File: src/ast_pkg.sv
package ast_pkg;

  // Register byte offsets
  localparam logic [4:0]  OFF_CTRL     = 5'h00;
  localparam logic [4:0]  OFF_BAUD     = 5'h04;
  localparam logic [4:0]  OFF_TXDATA   = 5'h08;
  localparam logic [4:0]  OFF_RXDATA   = 5'h0C;
  localparam logic [4:0]  OFF_STATUS   = 5'h10;
  localparam int          OFF_W        = 5;

  // Reset values
  localparam logic [10:0] CTRL_RESET   = 11'h000;
  localparam logic [15:0] BAUD_RESET   = 16'h0000;

  // AXI responses
  localparam logic [1:0]  RESP_OKAY    = 2'h0;
  localparam logic [1:0]  RESP_SLVERR  = 2'h2;

  // Oversampling: ticks per bit, vote sample points
  localparam logic [3:0]  TICK_LAST    = 4'hF;
  localparam logic [3:0]  SMP_FIRST    = 4'h7;
  localparam logic [3:0]  SMP_SECOND   = 4'h8;
  localparam logic [3:0]  SMP_DECIDE   = 4'h9;
  // Low-speed mode divides the tick rate by four more
  localparam logic [1:0]  LOW_PRESCALE = 2'h3;

  // Frame lengths in bits, start and stop included; index of the last data bit
  localparam logic [3:0]  FRAME_8      = 4'hA;
  localparam logic [3:0]  FRAME_9      = 4'hB;
  localparam logic [3:0]  DATA_8_LAST  = 4'h7;
  localparam logic [3:0]  DATA_9_LAST  = 4'h8;

  // Control register, bit 0 is serial_port_enable
  typedef struct packed {
    logic tx_ninth_bit;
    logic tx_irq_enable;
    logic baud_wide_divider_select;
    logic baud_high_speed_select;
    logic rx_nine_bit_select;
    logic rx_continuous_enable;
    logic tx_nine_bit_select;
    logic tx_polarity_select;
    logic sync_mode_select;
    logic tx_enable_bit;
    logic serial_port_enable;
  } ast_ctrl_t;

  // Status register, bit 0 is tx_empty_flag
  typedef struct packed {
    logic rx_top_ninth_bit;
    logic tx_irq_request;
    logic overrun_flag;
    logic framing_error_flag;
    logic rx_ready_flag;
    logic shift_reg_empty;
    logic tx_empty_flag;
  } ast_status_t;

  // One receive FIFO entry
  typedef struct packed {
    logic       framing_err;
    logic [8:0] data;
  } ast_rx_entry_t;

  typedef enum logic [1:0] {RX_HUNT, RX_START, RX_DATA, RX_STOP} ast_rx_state_t;

endpackage

File: src/ast_async_serial_transceiver.sv
// The AXI4-Lite slave port and the register offsets were decided locally.
`timescale 1ns/1ps

module ast_async_serial_transceiver
  import ast_pkg::*;
(
  input  wire logic        clk_in,
  input  wire logic        reset_in,
  input  wire logic [31:0] awaddr_in,
  input  wire logic        awvalid_in,
  output logic             awready_out,
  input  wire logic [31:0] wdata_in,
  input  wire logic [3:0]  wstrb_in,
  input  wire logic        wvalid_in,
  output logic             wready_out,
  output logic [1:0]       bresp_out,
  output logic             bvalid_out,
  input  wire logic        bready_in,
  input  wire logic [31:0] araddr_in,
  input  wire logic        arvalid_in,
  output logic             arready_out,
  output logic [31:0]      rdata_out,
  output logic [1:0]       rresp_out,
  output logic             rvalid_out,
  input  wire logic        rready_in,
  input  wire logic        rx_data_pin_in,
  output logic             tx_clock_pin_out,
  output logic             tx_clock_pin_oe_out
);

  // Address hit on one register word, upper bits must be zero
  function automatic logic addr_hit(input logic [31:0] a, input logic [4:0] off);
    addr_hit = (a[OFF_W-1:0] == off) && (a[31:OFF_W] == '0);
  endfunction

  // Byte-lane merge for write strobes
  function automatic logic [31:0] strb_merge(input logic [31:0] old_v,
                                             input logic [31:0] new_v,
                                             input logic [3:0]  strb);
    logic [31:0] r;
    r = old_v;
    for (int i = 0; i < 4; i++)
      if (strb[i])
        r[i*8 +: 8] = new_v[i*8 +: 8];
    strb_merge = r;
  endfunction

  // Two-of-three vote
  function automatic logic majority(input logic a, input logic b, input logic c);
    majority = (a & b) | (a & c) | (b & c);
  endfunction

  // Bus side state
  logic [31:0]   awaddr_q;       // Latched write address
  logic          aw_full_q;      // Write address held
  logic [31:0]   wdata_q;        // Latched write data
  logic [3:0]    wstrb_q;        // Latched strobes
  logic          w_full_q;       // Write data held
  logic          bvalid_q;       // Write response pending
  logic [1:0]    bresp_q;        // Write response code
  logic          rvalid_q;       // Read response pending
  logic [1:0]    rresp_q;        // Read response code
  logic [31:0]   rdata_q;        // Read data
  logic [31:0]   rd_mux;         // Read data before register

  // Software registers
  ast_ctrl_t     ctrl_q;         // Control bits
  logic [15:0]   baud_q;         // baud_divider_pair
  ast_status_t   status;         // Assembled status word

  // Baud tick generator
  logic [15:0]   baud_cnt_q;     // System clocks within one tick
  logic [1:0]    prescale_q;     // Low-speed extra divide
  logic          tick_q;         // Sixteen-times oversample pulse
  logic [15:0]   divider;        // Effective divisor

  // Transmitter
  logic          tx_active;      // Transmitter enabled in async
  logic          tx_write;       // Software writes tx_buffer
  logic [8:0]    tx_buffer_q;    // Held character, ninth bit on top
  logic          tx_buf_nine_q;  // Held character is nine bits
  logic          tx_buf_full_q;  // A character is queued
  logic [10:0]   tx_shift_q;     // tx_shift_register, LSB goes out
  logic [3:0]    tx_bits_q;      // Bits left in frame
  logic [3:0]    tx_tick_q;      // Ticks within current bit
  logic          tx_busy_q;      // Shifter holds a character
  logic          tx_done;        // Last tick of stop bit
  logic          load_buf;       // Queued character enters shifter
  logic          load_direct;    // Written character enters shifter
  logic          empty_s0_q;     // Empty flag pipeline stage
  logic          empty_s1_q;     // Empty flag as software sees it
  logic          tx_pin_q;       // Registered line level

  // Receiver
  logic          rx_active;      // Receiver enabled in async
  ast_rx_state_t rx_state_q;     // Data recovery state
  logic [3:0]    rx_tick_q;      // Ticks within current bit
  logic [1:0]    rx_smp_q;       // Early vote samples
  logic [3:0]    rx_bits_q;      // Data bits taken so far
  logic [8:0]    rx_shift_q;     // rx_shift_register
  logic          rx_prev_q;      // Line level one clock ago
  logic          vote;           // Majority level of current bit
  logic          decide;         // Bit centre reached this cycle
  logic          rx_push;        // Complete character ready
  logic          push_ok;        // FIFO accepts the character
  logic          pop;            // Software reads rx_data_register
  logic          overrun_q;      // overrun_flag
  ast_rx_entry_t fifo_q [2];     // Receive FIFO storage
  logic          wr_ptr_q;       // FIFO write index
  logic          rd_ptr_q;       // FIFO read index
  logic [1:0]    fifo_cnt_q;     // Entries held
  ast_rx_entry_t fifo_top;       // Oldest entry
  ast_rx_entry_t rx_entry;       // Entry being pushed

  // Write handshakes: address and data accepted in either order
  assign awready_out = !aw_full_q && !bvalid_q;
  assign wready_out  = !w_full_q && !bvalid_q;
  assign bvalid_out  = bvalid_q;
  assign bresp_out   = bresp_q;
  assign arready_out = !rvalid_q;
  assign rvalid_out  = rvalid_q;
  assign rresp_out   = rresp_q;
  assign rdata_out   = rdata_q;

  // Write channel latches and response
  always_ff @(posedge clk_in or posedge reset_in)
  begin
    if (reset_in)
    begin
      aw_full_q <= 1'b0;
      w_full_q  <= 1'b0;
      awaddr_q  <= '0;
      wdata_q   <= '0;
      wstrb_q   <= '0;
      bvalid_q  <= 1'b0;
      bresp_q   <= RESP_OKAY;
    end
    else
    begin
      if (awvalid_in && awready_out)
      begin
        aw_full_q <= 1'b1;
        awaddr_q  <= awaddr_in;
      end
      if (wvalid_in && wready_out)
      begin
        w_full_q <= 1'b1;
        wdata_q  <= wdata_in;
        wstrb_q  <= wstrb_in;
      end
      // Both halves present: commit, then answer
      if (aw_full_q && w_full_q && !bvalid_q)
      begin
        aw_full_q <= 1'b0;
        w_full_q  <= 1'b0;
        bvalid_q  <= 1'b1;
        if (addr_hit(awaddr_q, OFF_CTRL) || addr_hit(awaddr_q, OFF_BAUD) ||
            addr_hit(awaddr_q, OFF_TXDATA))
          bresp_q <= RESP_OKAY;
        else
          bresp_q <= RESP_SLVERR;
      end
      else if (bvalid_q && bready_in)
        bvalid_q <= 1'b0;
    end
  end

  // Control and divider registers with byte strobes
  always_ff @(posedge clk_in or posedge reset_in)
  begin
    if (reset_in)
    begin
      ctrl_q <= CTRL_RESET;
      baud_q <= BAUD_RESET;
    end
    else if (aw_full_q && w_full_q && !bvalid_q)
    begin
      if (addr_hit(awaddr_q, OFF_CTRL))
        ctrl_q <= ast_ctrl_t'(11'(strb_merge({21'h0, ctrl_q}, wdata_q, wstrb_q)));
      if (addr_hit(awaddr_q, OFF_BAUD))
        baud_q <= 16'(strb_merge({16'h0, baud_q}, wdata_q, wstrb_q));
    end
  end

  // Status word; status bits are read-only
  always_comb
  begin
    status.tx_empty_flag      = empty_s1_q;
    status.shift_reg_empty    = !tx_busy_q;
    status.rx_ready_flag      = rx_active && (fifo_cnt_q != 2'h0);
    status.framing_error_flag = (fifo_cnt_q != 2'h0) && fifo_top.framing_err;
    status.overrun_flag       = overrun_q;
    status.tx_irq_request     = empty_s1_q && ctrl_q.tx_irq_enable;
    status.rx_top_ninth_bit   = (fifo_cnt_q != 2'h0) && fifo_top.data[8];
  end

  // Read mux; shift register and FIFO have no address of their own
  always_comb
  begin
    rd_mux = 32'h0000_0000;
    if (addr_hit(araddr_in, OFF_CTRL))
      rd_mux = {21'h0, ctrl_q};
    else if (addr_hit(araddr_in, OFF_BAUD))
      rd_mux = {16'h0, baud_q};
    else if (addr_hit(araddr_in, OFF_RXDATA))
      rd_mux = {23'h0, fifo_top.data};
    else if (addr_hit(araddr_in, OFF_STATUS))
      rd_mux = {25'h0, status};
  end

  // Read channel; a read of the data register pops the FIFO
  always_ff @(posedge clk_in or posedge reset_in)
  begin
    if (reset_in)
    begin
      rvalid_q <= 1'b0;
      rdata_q  <= '0;
      rresp_q  <= RESP_OKAY;
    end
    else if (arvalid_in && arready_out)
    begin
      rvalid_q <= 1'b1;
      rdata_q  <= rd_mux;
      if (addr_hit(araddr_in, OFF_CTRL) || addr_hit(araddr_in, OFF_BAUD) ||
          addr_hit(araddr_in, OFF_RXDATA) || addr_hit(araddr_in, OFF_STATUS))
        rresp_q <= RESP_OKAY;
      else
        rresp_q <= RESP_SLVERR;
    end
    else if (rvalid_q && rready_in)
      rvalid_q <= 1'b0;
  end

  // narrow divider uses low byte only
  assign divider = ctrl_q.baud_wide_divider_select ? baud_q : {8'h00, baud_q[7:0]};

  // Tick every divider+1 clocks, times four in low-speed mode
  // one tick paces both halves
  always_ff @(posedge clk_in or posedge reset_in)
  begin
    if (reset_in)
    begin
      baud_cnt_q <= '0;
      prescale_q <= '0;
      tick_q     <= 1'b0;
    end
    else if (!ctrl_q.serial_port_enable)
    begin
      baud_cnt_q <= '0;
      prescale_q <= '0;
      tick_q     <= 1'b0;
    end
    else if (baud_cnt_q >= divider)
    begin
      baud_cnt_q <= '0;
      if (ctrl_q.baud_high_speed_select || prescale_q == LOW_PRESCALE)
      begin
        prescale_q <= '0;
        tick_q     <= 1'b1;
      end
      else
      begin
        prescale_q <= prescale_q + 2'h1;
        tick_q     <= 1'b0;
      end
    end
    else
    begin
      baud_cnt_q <= baud_cnt_q + 16'h0001;
      tick_q     <= 1'b0;
    end
  end

  assign tx_active   = ctrl_q.serial_port_enable && ctrl_q.tx_enable_bit &&
                       !ctrl_q.sync_mode_select;
  assign tx_write    = aw_full_q && w_full_q && !bvalid_q &&
                       addr_hit(awaddr_q, OFF_TXDATA) && wstrb_q[0];
  assign tx_done     = tx_busy_q && tick_q && (tx_tick_q == TICK_LAST) &&
                       (tx_bits_q == 4'h1);
  assign load_buf    = tx_active && tx_buf_full_q && (!tx_busy_q || tx_done);
  assign load_direct = tx_active && tx_write && !tx_busy_q && !tx_buf_full_q;

  // Transmit buffer; a write while one is queued replaces it
  always_ff @(posedge clk_in or posedge reset_in)
  begin
    if (reset_in)
    begin
      tx_buffer_q   <= '0;
      tx_buf_nine_q <= 1'b0;
      tx_buf_full_q <= 1'b0;
    end
    else if (!tx_active)
      tx_buf_full_q <= 1'b0;
    else if (tx_write && !load_direct)
    begin
      tx_buffer_q   <= {ctrl_q.tx_ninth_bit, wdata_q[7:0]};
      tx_buf_nine_q <= ctrl_q.tx_nine_bit_select;
      tx_buf_full_q <= 1'b1;
    end
    else if (load_buf)
      tx_buf_full_q <= 1'b0;
  end

  // Shifter: sixteen ticks per bit, LSB first, stop bit last
  always_ff @(posedge clk_in or posedge reset_in)
  begin
    if (reset_in)
    begin
      tx_shift_q <= '1;
      tx_bits_q  <= '0;
      tx_tick_q  <= '0;
      tx_busy_q  <= 1'b0;
    end
    else if (!tx_active)
    begin
      tx_busy_q <= 1'b0;
      tx_tick_q <= '0;
    end
    else if (load_buf)
    begin
      tx_shift_q <= {1'b1, tx_buf_nine_q ? tx_buffer_q[8] : 1'b1,
                     tx_buffer_q[7:0], 1'b0};
      tx_bits_q  <= tx_buf_nine_q ? FRAME_9 : FRAME_8;
      tx_tick_q  <= '0;
      tx_busy_q  <= 1'b1;
    end
    else if (load_direct)
    begin
      tx_shift_q <= {1'b1, ctrl_q.tx_nine_bit_select ? ctrl_q.tx_ninth_bit : 1'b1,
                     wdata_q[7:0], 1'b0};
      tx_bits_q  <= ctrl_q.tx_nine_bit_select ? FRAME_9 : FRAME_8;
      tx_tick_q  <= '0;
      tx_busy_q  <= 1'b1;
    end
    else if (tx_busy_q && tick_q)
    begin
      tx_tick_q <= tx_tick_q + 4'h1;
      if (tx_tick_q == TICK_LAST)
      begin
        tx_shift_q <= {1'b1, tx_shift_q[10:1]};
        tx_bits_q  <= tx_bits_q - 4'h1;
        if (tx_bits_q == 4'h1)
          tx_busy_q <= 1'b0;
      end
    end
  end

  // Line driver; level held between equal bits, no return to neutral
  always_ff @(posedge clk_in or posedge reset_in)
  begin
    if (reset_in)
      tx_pin_q <= 1'b1;
    else
      tx_pin_q <= (tx_busy_q ? tx_shift_q[0] : 1'b1) ^ ctrl_q.tx_polarity_select;
  end

  assign tx_clock_pin_out    = tx_pin_q;
  assign tx_clock_pin_oe_out = ctrl_q.serial_port_enable;

  // Empty flag two-stage pipe; reads right after a write may be stale
  always_ff @(posedge clk_in or posedge reset_in)
  begin
    if (reset_in)
    begin
      empty_s0_q <= 1'b0;
      empty_s1_q <= 1'b0;
    end
    else
    begin
      empty_s0_q <= tx_active && !tx_buf_full_q;
      empty_s1_q <= empty_s0_q;
    end
  end

  assign rx_active = ctrl_q.serial_port_enable && ctrl_q.rx_continuous_enable &&
                     !ctrl_q.sync_mode_select;
  assign decide    = tick_q && (rx_tick_q == SMP_DECIDE);
  assign vote      = majority(rx_smp_q[1], rx_smp_q[0], rx_data_pin_in);
  assign rx_push   = rx_active && !overrun_q && (rx_state_q == RX_STOP) && decide;

  // Previous line level for falling-edge search
  always_ff @(posedge clk_in or posedge reset_in)
  begin
    if (reset_in)
      rx_prev_q <= 1'b1;
    else
      rx_prev_q <= rx_data_pin_in;
  end

  // Data recovery; overrun parks the receiver in hunt
  always_ff @(posedge clk_in or posedge reset_in)
  begin
    if (reset_in)
    begin
      rx_state_q <= RX_HUNT;
      rx_tick_q  <= '0;
      rx_smp_q   <= '0;
      rx_bits_q  <= '0;
      rx_shift_q <= '0;
    end
    else if (!rx_active || overrun_q)
    begin
      rx_state_q <= RX_HUNT;
      rx_tick_q  <= '0;
    end
    else
    begin
      case (rx_state_q)
        RX_HUNT:
        begin
          if (rx_prev_q && !rx_data_pin_in)
          begin
            rx_state_q <= RX_START;
            rx_tick_q  <= '0;
          end
        end
        default:
        begin
          if (tick_q)
          begin
            rx_tick_q <= rx_tick_q + 4'h1;
            if (rx_tick_q == SMP_FIRST || rx_tick_q == SMP_SECOND)
              rx_smp_q <= {rx_smp_q[0], rx_data_pin_in};
          end
          if (decide)
          begin
            case (rx_state_q)
              RX_START:
              begin
                rx_bits_q <= '0;
                rx_state_q <= vote ? RX_HUNT : RX_DATA;
              end
              RX_DATA:
              begin
                rx_shift_q <= {vote, rx_shift_q[8:1]};
                rx_bits_q  <= rx_bits_q + 4'h1;
                if (rx_bits_q == (ctrl_q.rx_nine_bit_select ? DATA_9_LAST : DATA_8_LAST))
                  rx_state_q <= RX_STOP;
              end
              default:
                rx_state_q <= RX_HUNT;
            endcase
          end
        end
      endcase
    end
  end

  // Entry to store; eight-bit characters sit low
  always_comb
  begin
    rx_entry.data        = ctrl_q.rx_nine_bit_select ? rx_shift_q : {1'b0, rx_shift_q[8:1]};
    rx_entry.framing_err = !vote;
  end

  assign fifo_top = fifo_q[rd_ptr_q];
  assign pop      = arvalid_in && arready_out && addr_hit(araddr_in, OFF_RXDATA) &&
                    (fifo_cnt_q != 2'h0);
  assign push_ok  = rx_push && ((fifo_cnt_q != 2'h2) || pop);

  // FIFO pointers and count; port disable flushes it
  always_ff @(posedge clk_in or posedge reset_in)
  begin
    if (reset_in)
    begin
      wr_ptr_q   <= 1'b0;
      rd_ptr_q   <= 1'b0;
      fifo_cnt_q <= '0;
    end
    else if (!ctrl_q.serial_port_enable)
    begin
      wr_ptr_q   <= 1'b0;
      rd_ptr_q   <= 1'b0;
      fifo_cnt_q <= '0;
    end
    else
    begin
      if (push_ok)
        wr_ptr_q <= !wr_ptr_q;
      if (pop)
        rd_ptr_q <= !rd_ptr_q;
      if (push_ok && !pop)
        fifo_cnt_q <= fifo_cnt_q + 2'h1;
      else if (pop && !push_ok)
        fifo_cnt_q <= fifo_cnt_q - 2'h1;
    end
  end

  // FIFO storage, one flop word per entry
  generate
    for (genvar i = 0; i < 2; i++)
    begin : g_fifo
      always_ff @(posedge clk_in or posedge reset_in)
      begin
        if (reset_in)
          fifo_q[i] <= '0;
        else if (push_ok && (wr_ptr_q == 1'(i)))
          fifo_q[i] <= rx_entry;
      end
    end
  endgenerate

  // Overrun: set wins, cleared only by disabling the receiver
  always_ff @(posedge clk_in or posedge reset_in)
  begin
    if (reset_in)
      overrun_q <= 1'b0;
    else if (rx_push && !push_ok)
      overrun_q <= 1'b1;
    else if (!rx_active)
      overrun_q <= 1'b0;
  end

endmodule // ast_async_serial_transceiver

File: config.mk
export PLATFORM = sky130hd
export DESIGN_NAME = ast_async_serial_transceiver
export DESIGN_NICKNAME = d
export VERILOG_FILES = /design/src/ast_pkg.sv /design/src/ast_async_serial_transceiver.sv
export SDC_FILE = /design/constraint.sdc
export NUM_CORES = 1
export LEC_CHECK = 0
export ABC_AREA = 1
export BUFFER_PORTS_ARGS = -buffer_cell sky130_fd_sc_hd__buf_2
export CORE_ASPECT_RATIO = 1.5
export CORE_MARGIN = 5
export CORE_UTILIZATION = 30
export CTS_CLUSTER_DIAMETER = 100
export CTS_CLUSTER_SIZE = 14
export DETAILED_ROUTE_END_ITERATION = 7
export PLACE_DENSITY = 0.58
export SYNTH_ARGS = -nofsm -noshare
export SYNTH_HDL_FRONTEND = slang
export SYNTH_SLANG_ARGS = --single-unit
export TNS_END_PERCENT = 5
File: constraint.sdc
create_clock -name clk_in -period 9.75 [get_ports clk_in]
set_input_delay 2.925 -clock clk_in [delete_from_list [all_inputs] [get_ports clk_in]]
set_output_delay 2.925 -clock clk_in [all_outputs]
set_load 0.05 [all_outputs]
# Word level (Yosys, flattened, before mapping)
# Cells that the tools add are included.
totals:
  reg_bits: 217
  output_inout_bits: 43
  word_cells: 274
  inputBits: 108
classes:
  add_sub_neg: 8
  mux: 75
  eq_ne: 27
  n_bitwise: 10
  reduce_logical: 102
  magnitude_cmp: 2
ops:
  columns: ["cell", "n"]
  rows:
  - ["16-bit 2-to-1 mux", 5]
  - ["27-bit zero test", 2]
  - ["4-bit 2-to-1 mux", 13]
  - ["1-bit logical AND", 49]
  - ["11-bit 2-to-1 mux", 4]
  - ["1-bit 2-to-1 mux", 31]
  - ["10-bit 2-to-1 mux", 3]
  - ["2-bit 2-to-1 mux", 14]
  - ["3-bit AND reduction", 7]
  - ["9-bit 2-to-1 mux", 2]
  - ["16-bit by 1-bit adder with 16-bit output, second input constant", 1]
  - ["16-bit >= comparator", 1]
  - ["1-bit zero test", 16]
  - ["4-bit by 1-bit adder with 4-bit output, second input constant", 3]
  - ["4-bit equality test, second input constant", 3]
  - ["4-bit by 1-bit != test with 1-bit output, second input constant", 3]
  - ["4-bit AND reduction", 3]
  - ["2-bit nonzero test", 6]
  - ["3-bit nonzero test", 4]
  - ["5-bit by 3-bit equality test with 1-bit output, second input constant", 2]
  - ["5-bit by 4-bit equality test with 1-bit output, second input constant", 2]
  - ["5-bit zero test", 2]
  - ["1-bit logical OR", 10]
  - ["2-bit by 1-bit != test with 1-bit output, second input constant", 4]
  - ["other kinds (24)", 34]

# Logic depth before layout (Yosys ltp)
depth:
  ltp_word: 11
  depth_mapped: 14
  depth_no_buf: 12

# Worst setup path after synthesis
# No wires, ideal clock.
synth_timing:
  path_kind: "register -> output"
  start: "register bvalid_q (netlist: bvalid_out)"
  end: "output port awready_out"
  t_required_ps: 6825
  path_slack_ps: 5494
  path_stages_with_launch: 2
  path_buffers: 0
  t_arrival_ps: 1331
  path_cell_list: "dfrtp_1 -> nor2_1"
synth_between:
  elab_chain_cells: 2
synth_rtl:
  columns: ["item", "line_no", "rtl"]
  rows:
  - ["start: declaration", "ast_async_serial_transceiver.sv:59", "logic bvalid_q;"]
  - ["start signal: assignment", "ast_async_serial_transceiver.sv:135", "bvalid_q <= 1'b0;"]
  - ["start signal: assignment", "ast_async_serial_transceiver.sv:156", "bvalid_q <= 1'b1;"]
  - ["start signal: assignment", "ast_async_serial_transceiver.sv:164", "bvalid_q <= 1'b0;"]
  - ["1-bit zero test", "ast_async_serial_transceiver.sv:116", "assign awready_out = !aw_full_q && !bvalid_q;"]
  - ["1-bit logical AND", "ast_async_serial_transceiver.sv:116", null]
  - ["end: declaration", "ast_async_serial_transceiver.sv:11", "output logic awready_out,"]
# Every way passes these cells.

# Final worst setup path
layout_timing:
  start: "input port araddr_in[30]"
  end: "register fifo_q[6] in the netlist's numbering"
layout_between:
  elab_chain_cells: 7
layout_rtl:
  columns: ["item", "line_no", "rtl"]
  rows:
  - ["start: declaration", "ast_async_serial_transceiver.sv:19", "input wire logic [31:0] araddr_in,"]
  - ["27-bit zero test", "ast_async_serial_transceiver.sv:33", "addr_hit = (a[OFF_W-1:0] == off) && (a[31:OFF_W] == '0);"]
  - ["1-bit logical AND", "ast_async_serial_transceiver.sv:33", null]
  - ["1-bit logical AND (2 in a row)", "ast_async_serial_transceiver.sv:457", "assign pop = arvalid_in && arready_out && addr_hit(araddr_in, OFF_RXDATA) &&"]
  - ["1-bit logical OR", "ast_async_serial_transceiver.sv:459", "assign push_ok = rx_push && ((fifo_cnt_q != 2'h2) || pop);"]
  - ["1-bit logical AND", "ast_async_serial_transceiver.sv:459", null]
  - ["1-bit logical AND", "ast_async_serial_transceiver.sv:497", "else if (push_ok && (wr_ptr_q == 1'(i)))"]
  - ["end signal: indexed assignment", "ast_async_serial_transceiver.sv:498", "fifo_q[i] <= rx_entry;"]
  - ["end: declaration", "ast_async_serial_transceiver.sv:108", "ast_rx_entry_t fifo_q [2];"]
# Every way passes these cells.
# A chain may end at the register's enable or synchronous reset.

==> flow_summary_export.csv <==
group,metric,value,unit
routing,ant_nets,0,
clocking,cts_setup_buffers,0,
power,power_density,177.1,nW/um^2
cells_and_area,drive_gt1_share,17.95,%
place,dpl.hpwl,17240,um
cells_and_area,area_delta_synth_final,14.33,%
critical_path,worst-path-max-fanout,21,
synthesis,synth.area.top_cells,"dfrtp_1 (47%), nand2_1 (12%), nor2_1 (4.4%)",
routing,first_pass_iters,5,
power,finalPower,2.007,mW
synthesis,synth-seq-cells,198,
clocking,cts_max_level,4,
timing,slew_viol_final,0,
synthesis,ys.flop_type,"dfrtp_1",
place,placed_cells,1665,
critical_path,start_kind,"input pin",
critical_path,cp.required,10.06,ns
timing,setup_viol,0,
power,swShare,29.76,%
die,row_count,81,
synthesis,syn_area,9912,um^2
critical_path,worstPathArrival,5.02,ns
synthesis,yosys.area.top_type,"dfrtp_1",
power,leakage,5.381,nW
critical_path,reg2regPathDepth,7,
die,core_area,32630,um^2
cells_and_area,num-nets-final,1407,
timing,rsz0062_at_grt,"no",
timing,min_period,4.713,ns
synthesis,avgSynthCellArea,8.501,um^2
routing,totalWireLength,23040,um
synthesis,async_reset_ff_share,100.0,%
synthesis,ys_seq_area_share,50.14,%
global_route,grt.total_usage,12.81,%
critical_path,worstSetupPathType,"input pin to register",
global_route,grt_max_degree,130,
power,clkPwrFrac,33.2,%
hold_path,holdPathStages,0,
synthesis,yosysWarnings,0,
place,gp_congestion,0.8175,
synthesis,yosysUniqueCellTypes,53,
hold_path,whs_endpoint,"empty_s1_q",
clocking,cts_resized,0,
routing,route.detailed.drc,0,
global_route,grt_overflow_total,0,
clocking,clk_pin_slew,0.07,ns
die,die-width,158.4,um
cells_and_area,final_util,34.73,%
job,drv_cap,0,
power,seqPwrFrac,49.4,%
clocking,numCtsBuffers,17,
timing,setup_tns,0,ns
synthesis,syn_inst,1166,
routing,wl_per_cell,13.59,um
critical_path,cp_slowest_stage_delay,0.44,ns
critical_path,end_kind,"register",
die,initial_core_util,30.37,%
clocking,cts_root_buffer,"clkbuf_16",
cells_and_area,diodes,0,
hold_path,hp-class,"register to register",
timing,slew_headroom,37.49,%
die,num_io_pins,151,
power,peakVddDrop,0.0001315,V
die,die_area,36850,um^2
global_route,grt_pass1_wl,37700,um
clocking,clock_latency,0.45,ns
timing,clock-skew-final,0.01516,ns
timing,hold_viol,0,
clocking,ctsHoldBuffers,0,
critical_path,regToRegStartpoint,"ctrl_q[8]",
routing,viasPerCell,4.570,
hold_path,min_from,"empty_s0_q",
critical_path,crit_start,"araddr_in[30]",
run_status,outcome,"finished, final reports clean",
global_route,antenna_found_initial,0,
routing,drtIter0Drc,373,
power,comb_power_share,17.4,%
power,intPower,1.410,mW
power,p_switching,597.2,uW
global_route,grt_pass1_vias,7725,
place,io_buffer_count,114,
die,die_h,232.6,um
synthesis,synth-edff-count,0,
timing,min_period_over_period,48.34,%
routing,via_count,7750,
critical_path,crit_top_cell,"nand2_1",
clocking,cts.sinks,198,
critical_path,reg2reg_slack,7.27,ns
synthesis,synth_top_area_share,46.96,%
cells_and_area,final_cells,1696,
timing,fmax,212.2,MHz
clocking,cts_tree,"built",
critical_path,path_cells,"buf_2, nor3_1, nand2_1, nor2_2, nand4_2, a21oi_2, nand2_1, nand2_1, o21ai_1",
timing,worst_pin_slew,0.9376,ns
clocking,clock_path_buffers,2,
critical_path,worstReg2RegEnd,"baud_cnt_q[5]",
critical_path,slowest_stage,"nor2_2",
[placed cells by master, fill, tap and decap left out, types with 20 or more instances in the layout]
cell type    n
a21oi_1     40
buf_2      114
dfrtp_1    186
ha_1        30
inv_1      114
mux2_2      34
nand2_1    316
nand3_1     46
nand4_1     25
nor2_1     117
o21ai_0     87
o21ai_1     20
[critical path, delay by kind of cell]
kind	cells	cell delay (ns)
buffers and inverters	1	0.09
AO/OA/AOI/OAI	2	0.31
AND/OR/NAND/NOR	6	1.69
[area by class of cell]
type                       instances  area [um^2]
tap                              415        519.2
multi-input combinational        814         4232
inverter                         121        469.2
clock buffer                      19        452.9
sequential                       198         4970
fill                            3427        21300
timing repair buffer             117        593.1
clock inverter                    12        96.34
[per-stage QoR]
stage	cell area (um^2)	hold WS [ns]	setup slack, ns
6_report	11330	0.3516	5.037
5_1_grt	11330	0.3672	4.705
4_1_cts	11330	0.3513	5.057
2_1_floorplan	9976	0.3312	1.448
3_5_place_dp	10780	0.3435	4.567
3_3_place_gp	10780	0.3396	4.609
[layer usage]
layer	share of wire, %	vias up	GRT usage [%]	routed length [um]
met3	4.2	38	2.363	969
met2	51	151	22.33	11700
met4	3.8	0	6.135	866
li1	-	3937	-	-
met5	0	-	0	0
met1	41	3624	14.99	9511
[worst max-delay path by stage]
stage | to | cells after the start
3_5_place_dp | fifo_q[1] | 9
2_1_floorplan | aw_full_q | 1
3_3_place_gp | fifo_q[9] | 9
6_report | fifo_q[6] | 9
5_1_grt | fifo_q[0] | 9
4_1_cts | fifo_q[8] | 9
[cells by family (layout without fill, tap and decap cells)]
logic type	after synthesis	count (layout)	share of synthesized area, %
and+or+nand+nor	557	557	24.65
AOI/OAI and AO/OA	165	165	8.824
DFF	198	198	50.14
muxes	34	34	3.863
xor gates and xnor gates	10	10	0.8836
other	1	18	0.03783
adders and majority gates	30	30	3.787
buffers and inverters	171	269	7.814
[registers in the layout, summed over array words and instances (netlist names), 2 cells and up]
name / cells
fifo_cnt_q: 2
tx_bits_q: 4
rx_smp_q: 2
tx_tick_q: 4
rx_state_q: 2
wdata_q: 16
rx_tick_q: 4
prescale_q: 2
ctrl_q: 10
wstrb_q: 2
rx_shift_q: 9
baud_cnt_q: 16
fifo_q: 20
rx_bits_q: 4
tx_buffer_q: 9
awaddr_q: 32
tx_shift_q: 10
rdata_out: 16
baud_q: 16
[power by group through the flow]
stage	registers (mW)	clock network (mW)	logic [mW]
after floorplan	1.02	0	0.249
after global placement	1.00	0	0.347
after detailed placement	1.01	0	0.355
after CTS	0.993	0.691	0.356
after global routing	1.01	0.720	0.392
final	0.992	0.667	0.348
[synth_stat cells (12+ instances only)]
cell,number
nor2_1,117
nand3_1,46
dfrtp_1,186
o21ai_1,20
nor3_1,12
buf_4,19
inv_1,115
o21ai_0,87
a21oi_1,40
dfstp_2,12
nand2_1,316
nand4_1,25
clkbuf_1,14
mux2_2,34
ha_1,30
Note: power is estimated with default switching activity, not from simulation.
